File: config.mk
export PLATFORM = sky130hd
export DESIGN_NAME = fsr_status
export DESIGN_NICKNAME = d
export VERILOG_FILES = /design/src/core/fsr_pkg.sv /design/src/core/fsr_status.sv /design/src/core/fsr_sync.sv /design/src/core/fsr_edge.sv
export SDC_FILE = /design/constraint.sdc
export NUM_CORES = 1
export LEC_CHECK = 0
export ABC_AREA = 1
export BUFFER_PORTS_ARGS = -buffer_cell sky130_fd_sc_hd__buf_2
export CAP_MARGIN = 20
export CORE_MARGIN = 10
export CORE_UTILIZATION = 55
export DETAILED_ROUTE_END_ITERATION = 8
export GPL_ROUTABILITY_DRIVEN = 0
export GPL_TIMING_DRIVEN = 0
export PLACE_DENSITY = 0.8
export SLEW_MARGIN = 30
export SYNTH_ARGS = -nofsm -noshare
export SYNTH_HDL_FRONTEND = slang
export SYNTH_SLANG_ARGS = --single-unit
File: constraint.sdc
create_clock -name mclk -period 4.5 [get_ports mclk]
set_clock_uncertainty 0.15 [all_clocks]
set_input_delay 0.675 -clock mclk [delete_from_list [all_inputs] [get_ports mclk]]
set_output_delay 0.675 -clock mclk [all_outputs]
set_load 0.02 [all_outputs]
File: src/core/fsr_pkg.sv
package fsr_pkg;

   // -------------------------------------------------------------------------
   // Command codes
   // -------------------------------------------------------------------------
   localparam logic [7:0] FSR_OP_RD_STATUS  = 8'h05;
   localparam logic [7:0] FSR_OP_WR_STATUS  = 8'h01;
   localparam logic [7:0] FSR_OP_WR_STATUS2 = 8'h31;
   localparam logic [7:0] FSR_OP_WR_ENABLE  = 8'h06;
   localparam logic [7:0] FSR_OP_WR_DISABLE = 8'h04;

   // -------------------------------------------------------------------------
   // Status word layout, byte one in the upper half
   // -------------------------------------------------------------------------
   localparam int FSR_WORD_W   = 16;
   localparam int FSR_B1_LOCK  = 15;
   localparam int FSR_B1_SEQ   = 14;
   localparam int FSR_B1_ERR   = 13;
   localparam int FSR_B1_WPP   = 12;
   localparam int FSR_B1_SUMHI = 11;
   localparam int FSR_B1_SUMLO = 10;
   localparam int FSR_B1_WEL   = 9;
   localparam int FSR_B1_BUSY  = 8;
   localparam int FSR_B2_RESET_COMMAND_ENABLE  = 4;
   localparam int FSR_B2_BUSY  = 0;
   localparam int FSR_DATA_LOCK = 7;
   localparam int FSR_DATA_RESET_COMMAND_ENABLE = 4;

   // -------------------------------------------------------------------------
   // Counts and reset values
   // -------------------------------------------------------------------------
   localparam logic [3:0] FSR_IDX_FIRST  = 4'hf;
   localparam logic [2:0] FSR_BIT_LAST   = 3'h7;
   localparam logic [1:0] FSR_SUM_NONE   = 2'h0;
   localparam logic [1:0] FSR_SUM_SOME   = 2'h1;
   localparam logic [1:0] FSR_SUM_ALL    = 2'h3;
   localparam logic [1:0] FSR_SUM_RESET  = 2'h3;
   localparam logic       FSR_LOCK_RESET = 1'h0;
   localparam logic       FSR_WEL_RESET  = 1'h0;
   localparam logic       FSR_RESET_COMMAND_ENABLE_RESET = 1'h0;
   localparam logic       FSR_ERR_RESET  = 1'h0;
   localparam int         FSR_PIN_W      = 4;
   // Idle levels of the synchronised pins, packed as {wp_n, si, sck, cs_n}.
   localparam logic [3:0] FSR_PIN_IDLE   = 4'h9;

   typedef enum logic [2:0] {
      FSR_ST_IDLE   = 3'b000,
      FSR_ST_OPCODE = 3'b001,
      FSR_ST_STATUS = 3'b010,
      FSR_ST_WDATA  = 3'b011,
      FSR_ST_TAIL   = 3'b100
   } fsr_state_t;

endpackage

File: src/core/fsr_status.sv
`timescale 1ns/1ps

// Functional notes
// - Status read answered any time, even busy
// - Opcode 05h, then one bit per clock
// - Two bytes, then restart at byte one bit 7
// - Every repeat carries live field values
// - Chip select release ends read, output floats
// - Bit 7 is lock flag, 1 locked
// - Lock blocks sector protect and global commands
// - Lock cleared on power-up and reset
// - Pin asserted allows lock only 0 to 1
// - Write status changes bit 7 and clears bit 1
// - Bit 6 sequential mode flag, default 0
// - Bit 5 set on erase or program failure
// - Aborted operation never sets error flag
// - Error flag refreshed after every operation
// - Bit 4 reads 1 when pin deasserted
// - Bits 3:2 protection summary, default 11
// - Bit 1 write enable latch, default 0
// - Bit 0 busy flag, 1 while running
// - Latch 0 rejects program, erase, protect, write
// - Byte two: bit 4 reset enable, bit 0 busy
module fsr_status
   import fsr_pkg::*;
(
   input  wire logic mclk,
   input  wire logic nrst,
   input  wire logic cs_n,
   input  wire logic sck,
   input  wire logic si,
   input  wire logic wp_n,
   input  wire logic seq_mode_in,
   input  wire logic busy_in,
   input  wire logic op_end,
   input  wire logic op_fail,
   input  wire logic op_abort,
   input  wire logic wel_clear,
   input  wire logic any_protected,
   input  wire logic all_protected,
   output logic      so,
   output logic      so_oe_n,
   output logic      protection_lock_flag,
   output logic      write_enable_latch,
   output logic      reset_command_enable,
   output logic      prot_cmd_ok,
   output logic      write_cmd_ok
);
   import fsr_pkg::*;

   // --------------------------------------------------------------------------
   // Pin synchronisers and edge finders
   // --------------------------------------------------------------------------
   logic [FSR_PIN_W-1:0] pins_sync;
   logic                 cs_n_s;
   logic                 sck_s;
   logic                 si_s;
   logic                 wp_n_s;
   logic                 sck_rise;
   logic                 sck_fall;
   logic                 cs_rise;
   logic                 cs_fall;

   // Each level of the link clock must last at least three system clocks, or an
   // edge is lost in the synchronisers.
   fsr_sync #(
      .W (FSR_PIN_W)
   ) u_sync (
      .mclk      (mclk),
      .nrst      (nrst),
      .pin_in    ({wp_n, si, sck, cs_n}),
      .pin_reset (FSR_PIN_IDLE),
      .pin_sync  (pins_sync)
   );

   assign cs_n_s = pins_sync[0];
   assign sck_s  = pins_sync[1];
   assign si_s   = pins_sync[2];
   assign wp_n_s = pins_sync[3];

   fsr_edge u_sck_edge (
      .mclk  (mclk),
      .nrst  (nrst),
      .level (sck_s),
      .rise  (sck_rise),
      .fall  (sck_fall)
   );

   fsr_edge u_cs_edge (
      .mclk  (mclk),
      .nrst  (nrst),
      .level (cs_n_s),
      .rise  (cs_rise),
      .fall  (cs_fall)
   );

   // --------------------------------------------------------------------------
   // State
   // --------------------------------------------------------------------------
   fsr_state_t state_reg;
   fsr_state_t state_next;
   logic [7:0] shift_reg;
   logic [7:0] shift_next;
   logic [2:0] bit_reg;
   logic [7:0] op_reg;
   logic [7:0] data_reg;
   logic       data_ok_reg;
   logic       op_ok_reg;
   logic [3:0] idx_reg;
   logic       so_reg;
   logic       so_oe_n_reg;
   logic       lock_reg;
   logic       wel_reg;
   logic       reset_command_enable_reg;
   logic       err_reg;
   logic [1:0] sum_reg;
   logic       prot_ok_reg;
   logic       wr_ok_reg;

   // --------------------------------------------------------------------------
   // Serial decode
   // --------------------------------------------------------------------------
   logic                  active;
   logic                  bit_in;
   logic                  byte_done;
   logic [FSR_WORD_W-1:0] word;
   logic [1:0]            sum_live;
   logic                  end_frame;
   logic                  is_wr_en;
   logic                  is_wr_dis;
   logic                  is_wr_st;
   logic                  is_wr_st2;
   logic                  wp_asserted;
   logic                  lock_wr;
   logic                  lock_new;
   logic                  reset_command_enable_wr;
   logic                  wel_set;
   logic                  wel_drop;
   logic                  lock_next;
   logic                  wel_next;

   // Commands act only when chip select rises after a whole opcode, so a frame
   // cut inside the opcode leaves every field and the latch untouched.
   // Command effects are applied from the synchronised rising edge of chip select.
   assign active     = ~cs_n_s;
   assign bit_in     = active & sck_rise;
   assign byte_done  = bit_in & (bit_reg == FSR_BIT_LAST);
   assign shift_next = {shift_reg[6:0], si_s};
   assign end_frame  = cs_rise & op_ok_reg;

   // Summary is computed from live sector state.
   assign sum_live = all_protected ? FSR_SUM_ALL :
                     any_protected ? FSR_SUM_SOME : FSR_SUM_NONE;

   // Live word: every bit is chosen at the moment it is shifted out.
   // Byte two reads zero apart from the reset enable and a copy of busy.
   always_comb begin
      word               = '0;
      word[FSR_B1_LOCK]  = lock_reg;
      word[FSR_B1_SEQ]   = seq_mode_in;
      word[FSR_B1_ERR]   = err_reg;
      word[FSR_B1_WPP]   = wp_n_s;
      word[FSR_B1_SUMHI] = sum_reg[1];
      word[FSR_B1_SUMLO] = sum_reg[0];
      word[FSR_B1_WEL]   = wel_reg;
      word[FSR_B1_BUSY]  = busy_in;
      word[FSR_B2_RESET_COMMAND_ENABLE]  = reset_command_enable_reg;
      word[FSR_B2_BUSY]  = busy_in;
   end

   // --------------------------------------------------------------------------
   // Frame-end command effects
   // --------------------------------------------------------------------------
   assign is_wr_en    = end_frame & (op_reg == FSR_OP_WR_ENABLE);
   assign is_wr_dis   = end_frame & (op_reg == FSR_OP_WR_DISABLE);
   assign is_wr_st    = end_frame & (op_reg == FSR_OP_WR_STATUS);
   assign is_wr_st2   = end_frame & (op_reg == FSR_OP_WR_STATUS2);
   assign wp_asserted = ~wp_n_s;

   // Only the lock bit of the data byte is used by write status; write status 2 uses only bit 4, the reset enable.
   // With the protect pin asserted the data can only raise the lock, never drop it.
   assign lock_new = wp_asserted ? (lock_reg | data_reg[FSR_DATA_LOCK])
                                 : data_reg[FSR_DATA_LOCK];
   assign lock_wr  = is_wr_st & wel_reg & data_ok_reg;
   assign reset_command_enable_wr  = is_wr_st2 & wel_reg & data_ok_reg;
   assign lock_next = lock_wr ? lock_new : lock_reg;

   // A completed status write clears the latch whether or not it applied.
   // Write enable wins over a clear from the device logic in the same cycle.
   assign wel_set  = is_wr_en;
   assign wel_drop = is_wr_dis | is_wr_st | is_wr_st2 | wel_clear;
   assign wel_next = wel_set ? 1'b1 : (wel_drop ? 1'b0 : wel_reg);

   // --------------------------------------------------------------------------
   // Command sequencer
   // --------------------------------------------------------------------------
   // A frame that is neither a status read nor a status write falls into the
   // tail state and is ignored until chip select rises.
   always_comb begin
      state_next = state_reg;
      unique case (state_reg)
         FSR_ST_IDLE: begin
            if (active) begin
               state_next = FSR_ST_OPCODE;
            end
         end
         FSR_ST_OPCODE: begin
            if (byte_done) begin
               if (shift_next == FSR_OP_RD_STATUS) begin
                  state_next = FSR_ST_STATUS;
               end else if (shift_next == FSR_OP_WR_STATUS ||
                            shift_next == FSR_OP_WR_STATUS2) begin
                  state_next = FSR_ST_WDATA;
               end else begin
                  state_next = FSR_ST_TAIL;
               end
            end
         end
         FSR_ST_STATUS: begin
            state_next = FSR_ST_STATUS;
         end
         FSR_ST_WDATA: begin
            if (byte_done) begin
               state_next = FSR_ST_TAIL;
            end
         end
         FSR_ST_TAIL: begin
            state_next = FSR_ST_TAIL;
         end
         default: begin
            state_next = FSR_ST_IDLE;
         end
      endcase
      if (!active) begin
         state_next = FSR_ST_IDLE;
      end
   end

   always_ff @(posedge mclk) begin
      if (!nrst) begin
         state_reg   <= FSR_ST_IDLE;
         shift_reg   <= '0;
         bit_reg     <= '0;
         op_reg      <= '0;
         data_reg    <= '0;
         data_ok_reg <= 1'b0;
         op_ok_reg   <= 1'b0;
      end else begin
         state_reg <= state_next;
         if (cs_fall) begin
            bit_reg     <= '0;
            op_ok_reg   <= 1'b0;
            data_ok_reg <= 1'b0;
         end else if (bit_in) begin
            shift_reg <= shift_next;
            bit_reg   <= bit_reg + 3'h1;
         end
         if (byte_done && state_reg == FSR_ST_OPCODE) begin
            op_reg    <= shift_next;
            op_ok_reg <= 1'b1;
         end
         if (byte_done && state_reg == FSR_ST_WDATA) begin
            data_reg    <= shift_next;
            data_ok_reg <= 1'b1;
         end
      end
   end

   // --------------------------------------------------------------------------
   // Serial output
   // --------------------------------------------------------------------------
   // Index counts down through the 16-bit word and wraps from 0 to 15.
   always_ff @(posedge mclk) begin
      if (!nrst) begin
         idx_reg     <= FSR_IDX_FIRST;
         so_reg      <= 1'b0;
         so_oe_n_reg <= 1'b1;
      end else if (!active) begin
         idx_reg     <= FSR_IDX_FIRST;
         so_oe_n_reg <= 1'b1;
      end else if (state_reg == FSR_ST_STATUS && sck_fall) begin
         so_reg      <= word[idx_reg];
         so_oe_n_reg <= 1'b0;
         idx_reg     <= idx_reg - 4'h1;
      end
   end

   // --------------------------------------------------------------------------
   // Status fields
   // --------------------------------------------------------------------------
   always_ff @(posedge mclk) begin
      if (!nrst) begin
         lock_reg <= FSR_LOCK_RESET;
         wel_reg  <= FSR_WEL_RESET;
         reset_command_enable_reg <= FSR_RESET_COMMAND_ENABLE_RESET;
         err_reg  <= FSR_ERR_RESET;
         sum_reg  <= FSR_SUM_RESET;
      end else begin
         lock_reg <= lock_next;
         wel_reg  <= wel_next;
         sum_reg  <= sum_live;
         if (reset_command_enable_wr) begin
            reset_command_enable_reg <= data_reg[FSR_DATA_RESET_COMMAND_ENABLE];
         end
         // A finish and an abort in one cycle count as a finish, so a real failure
         // is never lost.
         if (op_end) begin
            err_reg <= op_fail;
         end else if (op_abort) begin
            err_reg <= 1'b0;
         end
      end
   end

   // --------------------------------------------------------------------------
   // Permission outputs for the command logic beside this block
   // --------------------------------------------------------------------------
   always_ff @(posedge mclk) begin
      if (!nrst) begin
         prot_ok_reg <= 1'b0;
         wr_ok_reg   <= 1'b0;
      end else begin
         // Both permissions follow the next values so that they never lag the
         // latch and the lock by a cycle.
         prot_ok_reg <= ~lock_next & wel_next;
         wr_ok_reg   <= wel_next;
      end
   end

   assign so                   = so_reg;
   assign so_oe_n              = so_oe_n_reg;
   assign protection_lock_flag = lock_reg;
   assign write_enable_latch   = wel_reg;
   assign reset_command_enable = reset_command_enable_reg;
   assign prot_cmd_ok          = prot_ok_reg;
   assign write_cmd_ok         = wr_ok_reg;

endmodule

File: src/core/fsr_sync.sv
`timescale 1ns/1ps

// -----------------------------------------------------------------------------
// Two-stage synchroniser for a group of pins
// -----------------------------------------------------------------------------
module fsr_sync #(
   parameter int W = 4
) (
   input  wire logic         mclk,
   input  wire logic         nrst,
   input  wire logic [W-1:0] pin_in,
   input  wire logic [W-1:0] pin_reset,
   output logic      [W-1:0] pin_sync
);

   logic [W-1:0] meta_reg;

   genvar i;
   generate
      for (i = 0; i < W; i++) begin : g_bit
         always_ff @(posedge mclk) begin
            if (!nrst) begin
               meta_reg[i] <= pin_reset[i];
               pin_sync[i] <= pin_reset[i];
            end else begin
               meta_reg[i] <= pin_in[i];
               pin_sync[i] <= meta_reg[i];
            end
         end
      end
   endgenerate

endmodule

File: src/core/fsr_edge.sv
`timescale 1ns/1ps

// -----------------------------------------------------------------------------
// Edge finder on a synchronised level
// -----------------------------------------------------------------------------
module fsr_edge (
   input  wire logic mclk,
   input  wire logic nrst,
   input  wire logic level,
   output logic      rise,
   output logic      fall
);

   logic last_reg;

   always_ff @(posedge mclk) begin
      if (!nrst) begin
         // Following the level in reset keeps a pin that idles low from faking an edge.
         last_reg <= level;
      end else begin
         last_reg <= level;
      end
   end

   assign rise = level & ~last_reg;
   assign fall = ~level & last_reg;

endmodule

After elaboration in Yosys (flattened, before gate mapping)
Cells that the tools add are included.
{"block": "totals", "out_inout_bits": 7, "elab_cells": 101, "input_bits": 14, "register_bits": 54}
{"block": "op_classes", "reduce_logical": 14, "addsub": 2, "eq_ne": 14, "muxes": 17, "order_cmp": 1, "bitwise_logic": 27}
{"operator": "== test 8 x 3 -> 1 bit, second input constant", "n": 3}
{"operator": "AND 1 bit", "n": 16}
{"operator": "== test 8 x 1 -> 1 bit, second input constant", "n": 2}
{"operator": "== test 8 x 6 -> 1 bit, second input constant", "n": 2}
{"operator": "case mux 3 bit (5 select lines)", "n": 1}
{"operator": "2-to-1 mux 3 bit", "n": 4}
{"operator": "2-to-1 mux 1 bit", "n": 11}
{"operator": "inverter 1 bit", "n": 7}
{"operator": "== test 3 x 2 -> 1 bit, second input constant", "n": 2}
{"operator": "== test 3 bit, second input constant", "n": 2}
{"operator": "AND reduction 2 bit", "n": 3}
{"operator": "nonzero test 2 bit", "n": 3}
{"operator": "OR reduction 2 bit", "n": 3}
{"operator": "less-than comparator 4 x 5 -> 1 bit, second input constant", "n": 1}
{"operator": "binary-select mux 1 bit (select 4 bit)", "n": 1}
{"operator": "!= test 2 bit, second input constant", "n": 2}
{"operator": "OR 1 bit", "n": 4}
{"operator": "subtractor 4 x 1 -> 4 bit, second input constant", "n": 1}
{"operator": "adder 3 x 1 -> 3 bit, second input constant", "n": 1}
{"operator": "== test 3 x 1 -> 1 bit, second input constant", "n": 1}
{"operator": "logical AND 1 bit", "n": 3}
{"operator": "zero test 3 bit", "n": 1}
{"operator": "logical OR 1 bit", "n": 1}

Logic depth before layout (Yosys ltp)
{"block": "depth", "word_depth": 10, "mapped_depth": 10, "ltp_nobuf": 9}

Cells and area by module
Synthesis repeated with hierarchy kept, for this count alone.
{"block": "hier_totals", "hier_cells": 285, "area_unflattened_um2": 2097.0}
{"mod": "fsr_status", "seq_area_each_um2": 760.7, "cells_per_inst": 245, "area_each_um2": 1761.7, "instances": 1}
{"mod": "fsr_sync", "seq_area_each_um2": 160.2, "cells_per_inst": 30, "area_each_um2": 265.3, "instances": 1}
{"mod": "fsr_edge", "seq_area_each_um2": 20.0, "cells_per_inst": 5, "area_each_um2": 35.0, "instances": 2}

Worst setup path after synthesis
OpenSTA, ideal clock, no wires.
{"block": "synth_path", "path_type": "register to output", "startpoint": "register write_cmd_ok (netlist name)", "endpoint": "output write_enable_latch", "t_arrival_ps": 638, "path_buffers": 1, "path_slack_ps": 3037, "path_stages_with_launch": 2, "required_time_ps": 3675, "cell_sequence": "dfxtp_1 > buf_4"}
{"element": "end: declaration", "line": "fsr_status.sv:44", "rtl": "output logic write_enable_latch,"}

==> flow_summary.ini <==
[run_status]
outcome = complete, no violations

[sta]
finalCriticalPeriod_ns = 1.82
hold_violations = 0
setup-tns-final_ns = 0
maxSlewHeadroom_pct = 57.7
max_clock_freq_ghz = 0.549
finalWorstSetupSlack_ns = 2.68
layout_worst_path_cycle_share_pct = 40.5
rsz0062_at_grt = false
slew_viol_final = 0
worst_pin_slew_ns = 0.628
report.final.setup_viol = 0

[drt]
drt-wirelength-per-cell_um = 12.0
totalWireLength_um = 4070
drc = 0
route.antenna.remaining_nets = 0
drt-pass1-iter-count = 4
avg_vias_per_cell = 5.05
drt-initial-drc-count = 139
via_count = 1712

[yosys]
synth_warnings = 0
synth_cell_types = 27
dominantRegCellSynth = sky130_fd_sc_hd__dfxtp_1
postSynthCellCount = 265
largest_cells_by_area_after_synthesis = sky130_fd_sc_hd__dfxtp_1 48%, sky130_fd_sc_hd__nand2_1 11%, sky130_fd_sc_hd__a21oi_1 7.0%, sky130_fd_sc_hd__inv_1 6.4%, sky130_fd_sc_hd__o21ai_0 4.8%
synth_top_cells_by_count = 60 x sky130_fd_sc_hd__nand2_1, 48 x sky130_fd_sc_hd__dfxtp_1, 34 x sky130_fd_sc_hd__inv_1
synth_top_area_share_pct = 48.2
syn-cell-area_um2 = 1990
yosysSeqAreaShare_pct = 48.2
mappedNetlistNets = 282
synthArstFlopShare_pct = 0
most_instantiated_library_cell_after_synthesis = sky130_fd_sc_hd__nand2_1
yosysTopAreaCell = sky130_fd_sc_hd__dfxtp_1
synth_enable_flop_cells = 0
avgSynthCellArea_um2 = 7.53
flops_latches_synth = 48

[cts]
clock_sinks = 48
max-clock-path-buffers = 2
root_buffer = sky130_fd_sc_hd__clkbuf_4
clock_insertion_delay_worst_skew_ns = 0.36
postCtsHoldBufs = 0
cts_tree = done
htree_num_levels = 2
numCtsBuffers = 5
postCtsResizedCells = 0
cts.clk_slew.worst_paths_ns = 0.13
postCtsSetupRepairBufs = 0

[global_routing]
grtUsageTotal_pct = 13.7
global_route_wire_length_before_repair_um = 7150
largest_net_degree_at_the_start_of_global_routing = 14
overflow = 0
antenna_found_initial = 0
grt_pass1_vias = 1688

[placement]
placed_cells_incl_taps = 331
placed_cell_area_um2 = 2150
place_ws_ns = 2.62
post-dp-hpwl_um = 3150
numPortBuffers = 20

[pwr]
cellLeakagePower_uw = 0.00108
ir_worst_vdd_mv = 0.236
power_density_nw_per_um2 = 300

[setup_path]
cp-end-kind = primary output
critPathArrivalTime_ns = 1.00
data_required_time_at_the_worst_endpoint_ns = 3.67
cp-start-kind = register
path_class = reg -> out
crit_path_max_fanout = 4
rr_worst_depth = 9

[finish]
finish.cell_count_without_fillers = 339
n_fill_cell = 312
nets = 309
n_antenna_cell = 0
drive_above_1_share_pct = 17.1
postLayoutCellArea_um2 = 2210
largest_reg_flops = 8
synthToLayoutAreaGrowth_pct = 10.9

[floorplanning]
floorplan.core_area_um2 = 3420
fp.dieH_um = 80.2
rows = 21
fp.dieArea_um2 = 6430
chipWidth_um = 80.2
start_util_pct = 58.4
pin_count = 21

[hold_path]
hold_path_depth = 0
worstHoldPathType = reg -> reg

[run]
maxCapViolations = 0
kinds of logic after synthesis:
family / count (synthesis) / synth area share, %
fa+ha+maj: 3 / 1.88
simple gates: 110 / 25.1
buf+inv: 46 / 9.72
flops: 48 / 48.2
compound gates: 58 / 15.1
critical path: stages (launching register included):
cell	delay, ns
sky130_fd_sc_hd__dfxtp_1	0.38
sky130_fd_sc_hd__buf_4	0.11
sky130_fd_sc_hd__buf_2	0.15
cell type report:
class	count	area, um2	share of cell area, %
inverter	40	155	7.02
buffer	6	38.8	1.75
sequential	48	961	43.5
clock buffer	8	58.8	2.66
tap	46	57.6	2.60
multi-input combinational	171	840	38.0
timing repair buffer	20	100	4.53
worst paths after layout:
path                                    startpoint                 end  slack, ns
worst max register to register          bit_reg[0]           op_reg[2]       2.90
worst max-delay path                  write_cmd_ok  write_enable_latch       2.68
worst min-delay path            u_sync.pin_sync[0]  u_cs_edge.last_reg       0.27
worst min register to register  u_sync.pin_sync[0]  u_cs_edge.last_reg       0.27
power by group:
group	switching, uW	internal [uW]	total (uW)	leakage, uW
Combinational	14.3	10.1	24.4	0.000657
Sequential	3.14	431	434	0.000390
Clock	128	77.3	205	0.0000326
metal layers:
metal / global-route usage, % / vias to the layer above / wire length (um)
li1: - / 896 / -
met2: 22.9 / 32 / 1970
met1: 15.6 / 775 / 1850
met4: 7.39 / 0 / 99
met3: 3.56 / 9 / 147
met5: 0 / - / 0
layout by cell type (no fill, tap or decap), types with 2 or more instances in the layout:
master                     count
sky130_fd_sc_hd__a21oi_1      28
sky130_fd_sc_hd__buf_2        21
sky130_fd_sc_hd__buf_4         2
sky130_fd_sc_hd__clkbuf_1      4
sky130_fd_sc_hd__clkbuf_4      5
sky130_fd_sc_hd__dfxtp_1      48
sky130_fd_sc_hd__ha_1          3
sky130_fd_sc_hd__inv_1        34
sky130_fd_sc_hd__inv_2         4
sky130_fd_sc_hd__inv_4         2
sky130_fd_sc_hd__nand2_1      60
sky130_fd_sc_hd__nand2_4       2
sky130_fd_sc_hd__nand3_1      12
sky130_fd_sc_hd__nor2_1       21
sky130_fd_sc_hd__nor2_2        2
sky130_fd_sc_hd__nor3_1        3
sky130_fd_sc_hd__nor3_2        2
sky130_fd_sc_hd__o21ai_0      19
sky130_fd_sc_hd__o21ai_1       5
sky130_fd_sc_hd__o22ai_1       2
sky130_fd_sc_hd__or2_2         6
metrics by stage:
stage               hold slack [ns]  power (uW)  utilization, %
detailed placement            0.248         468            63.0
floorplan                     0.234         457               -
CTS                           0.279         670            64.7
global placement              0.244         467            63.0
global route                  0.273         693            64.7
finish                        0.270         663            64.7
Power figures use the tool's default switching activity.
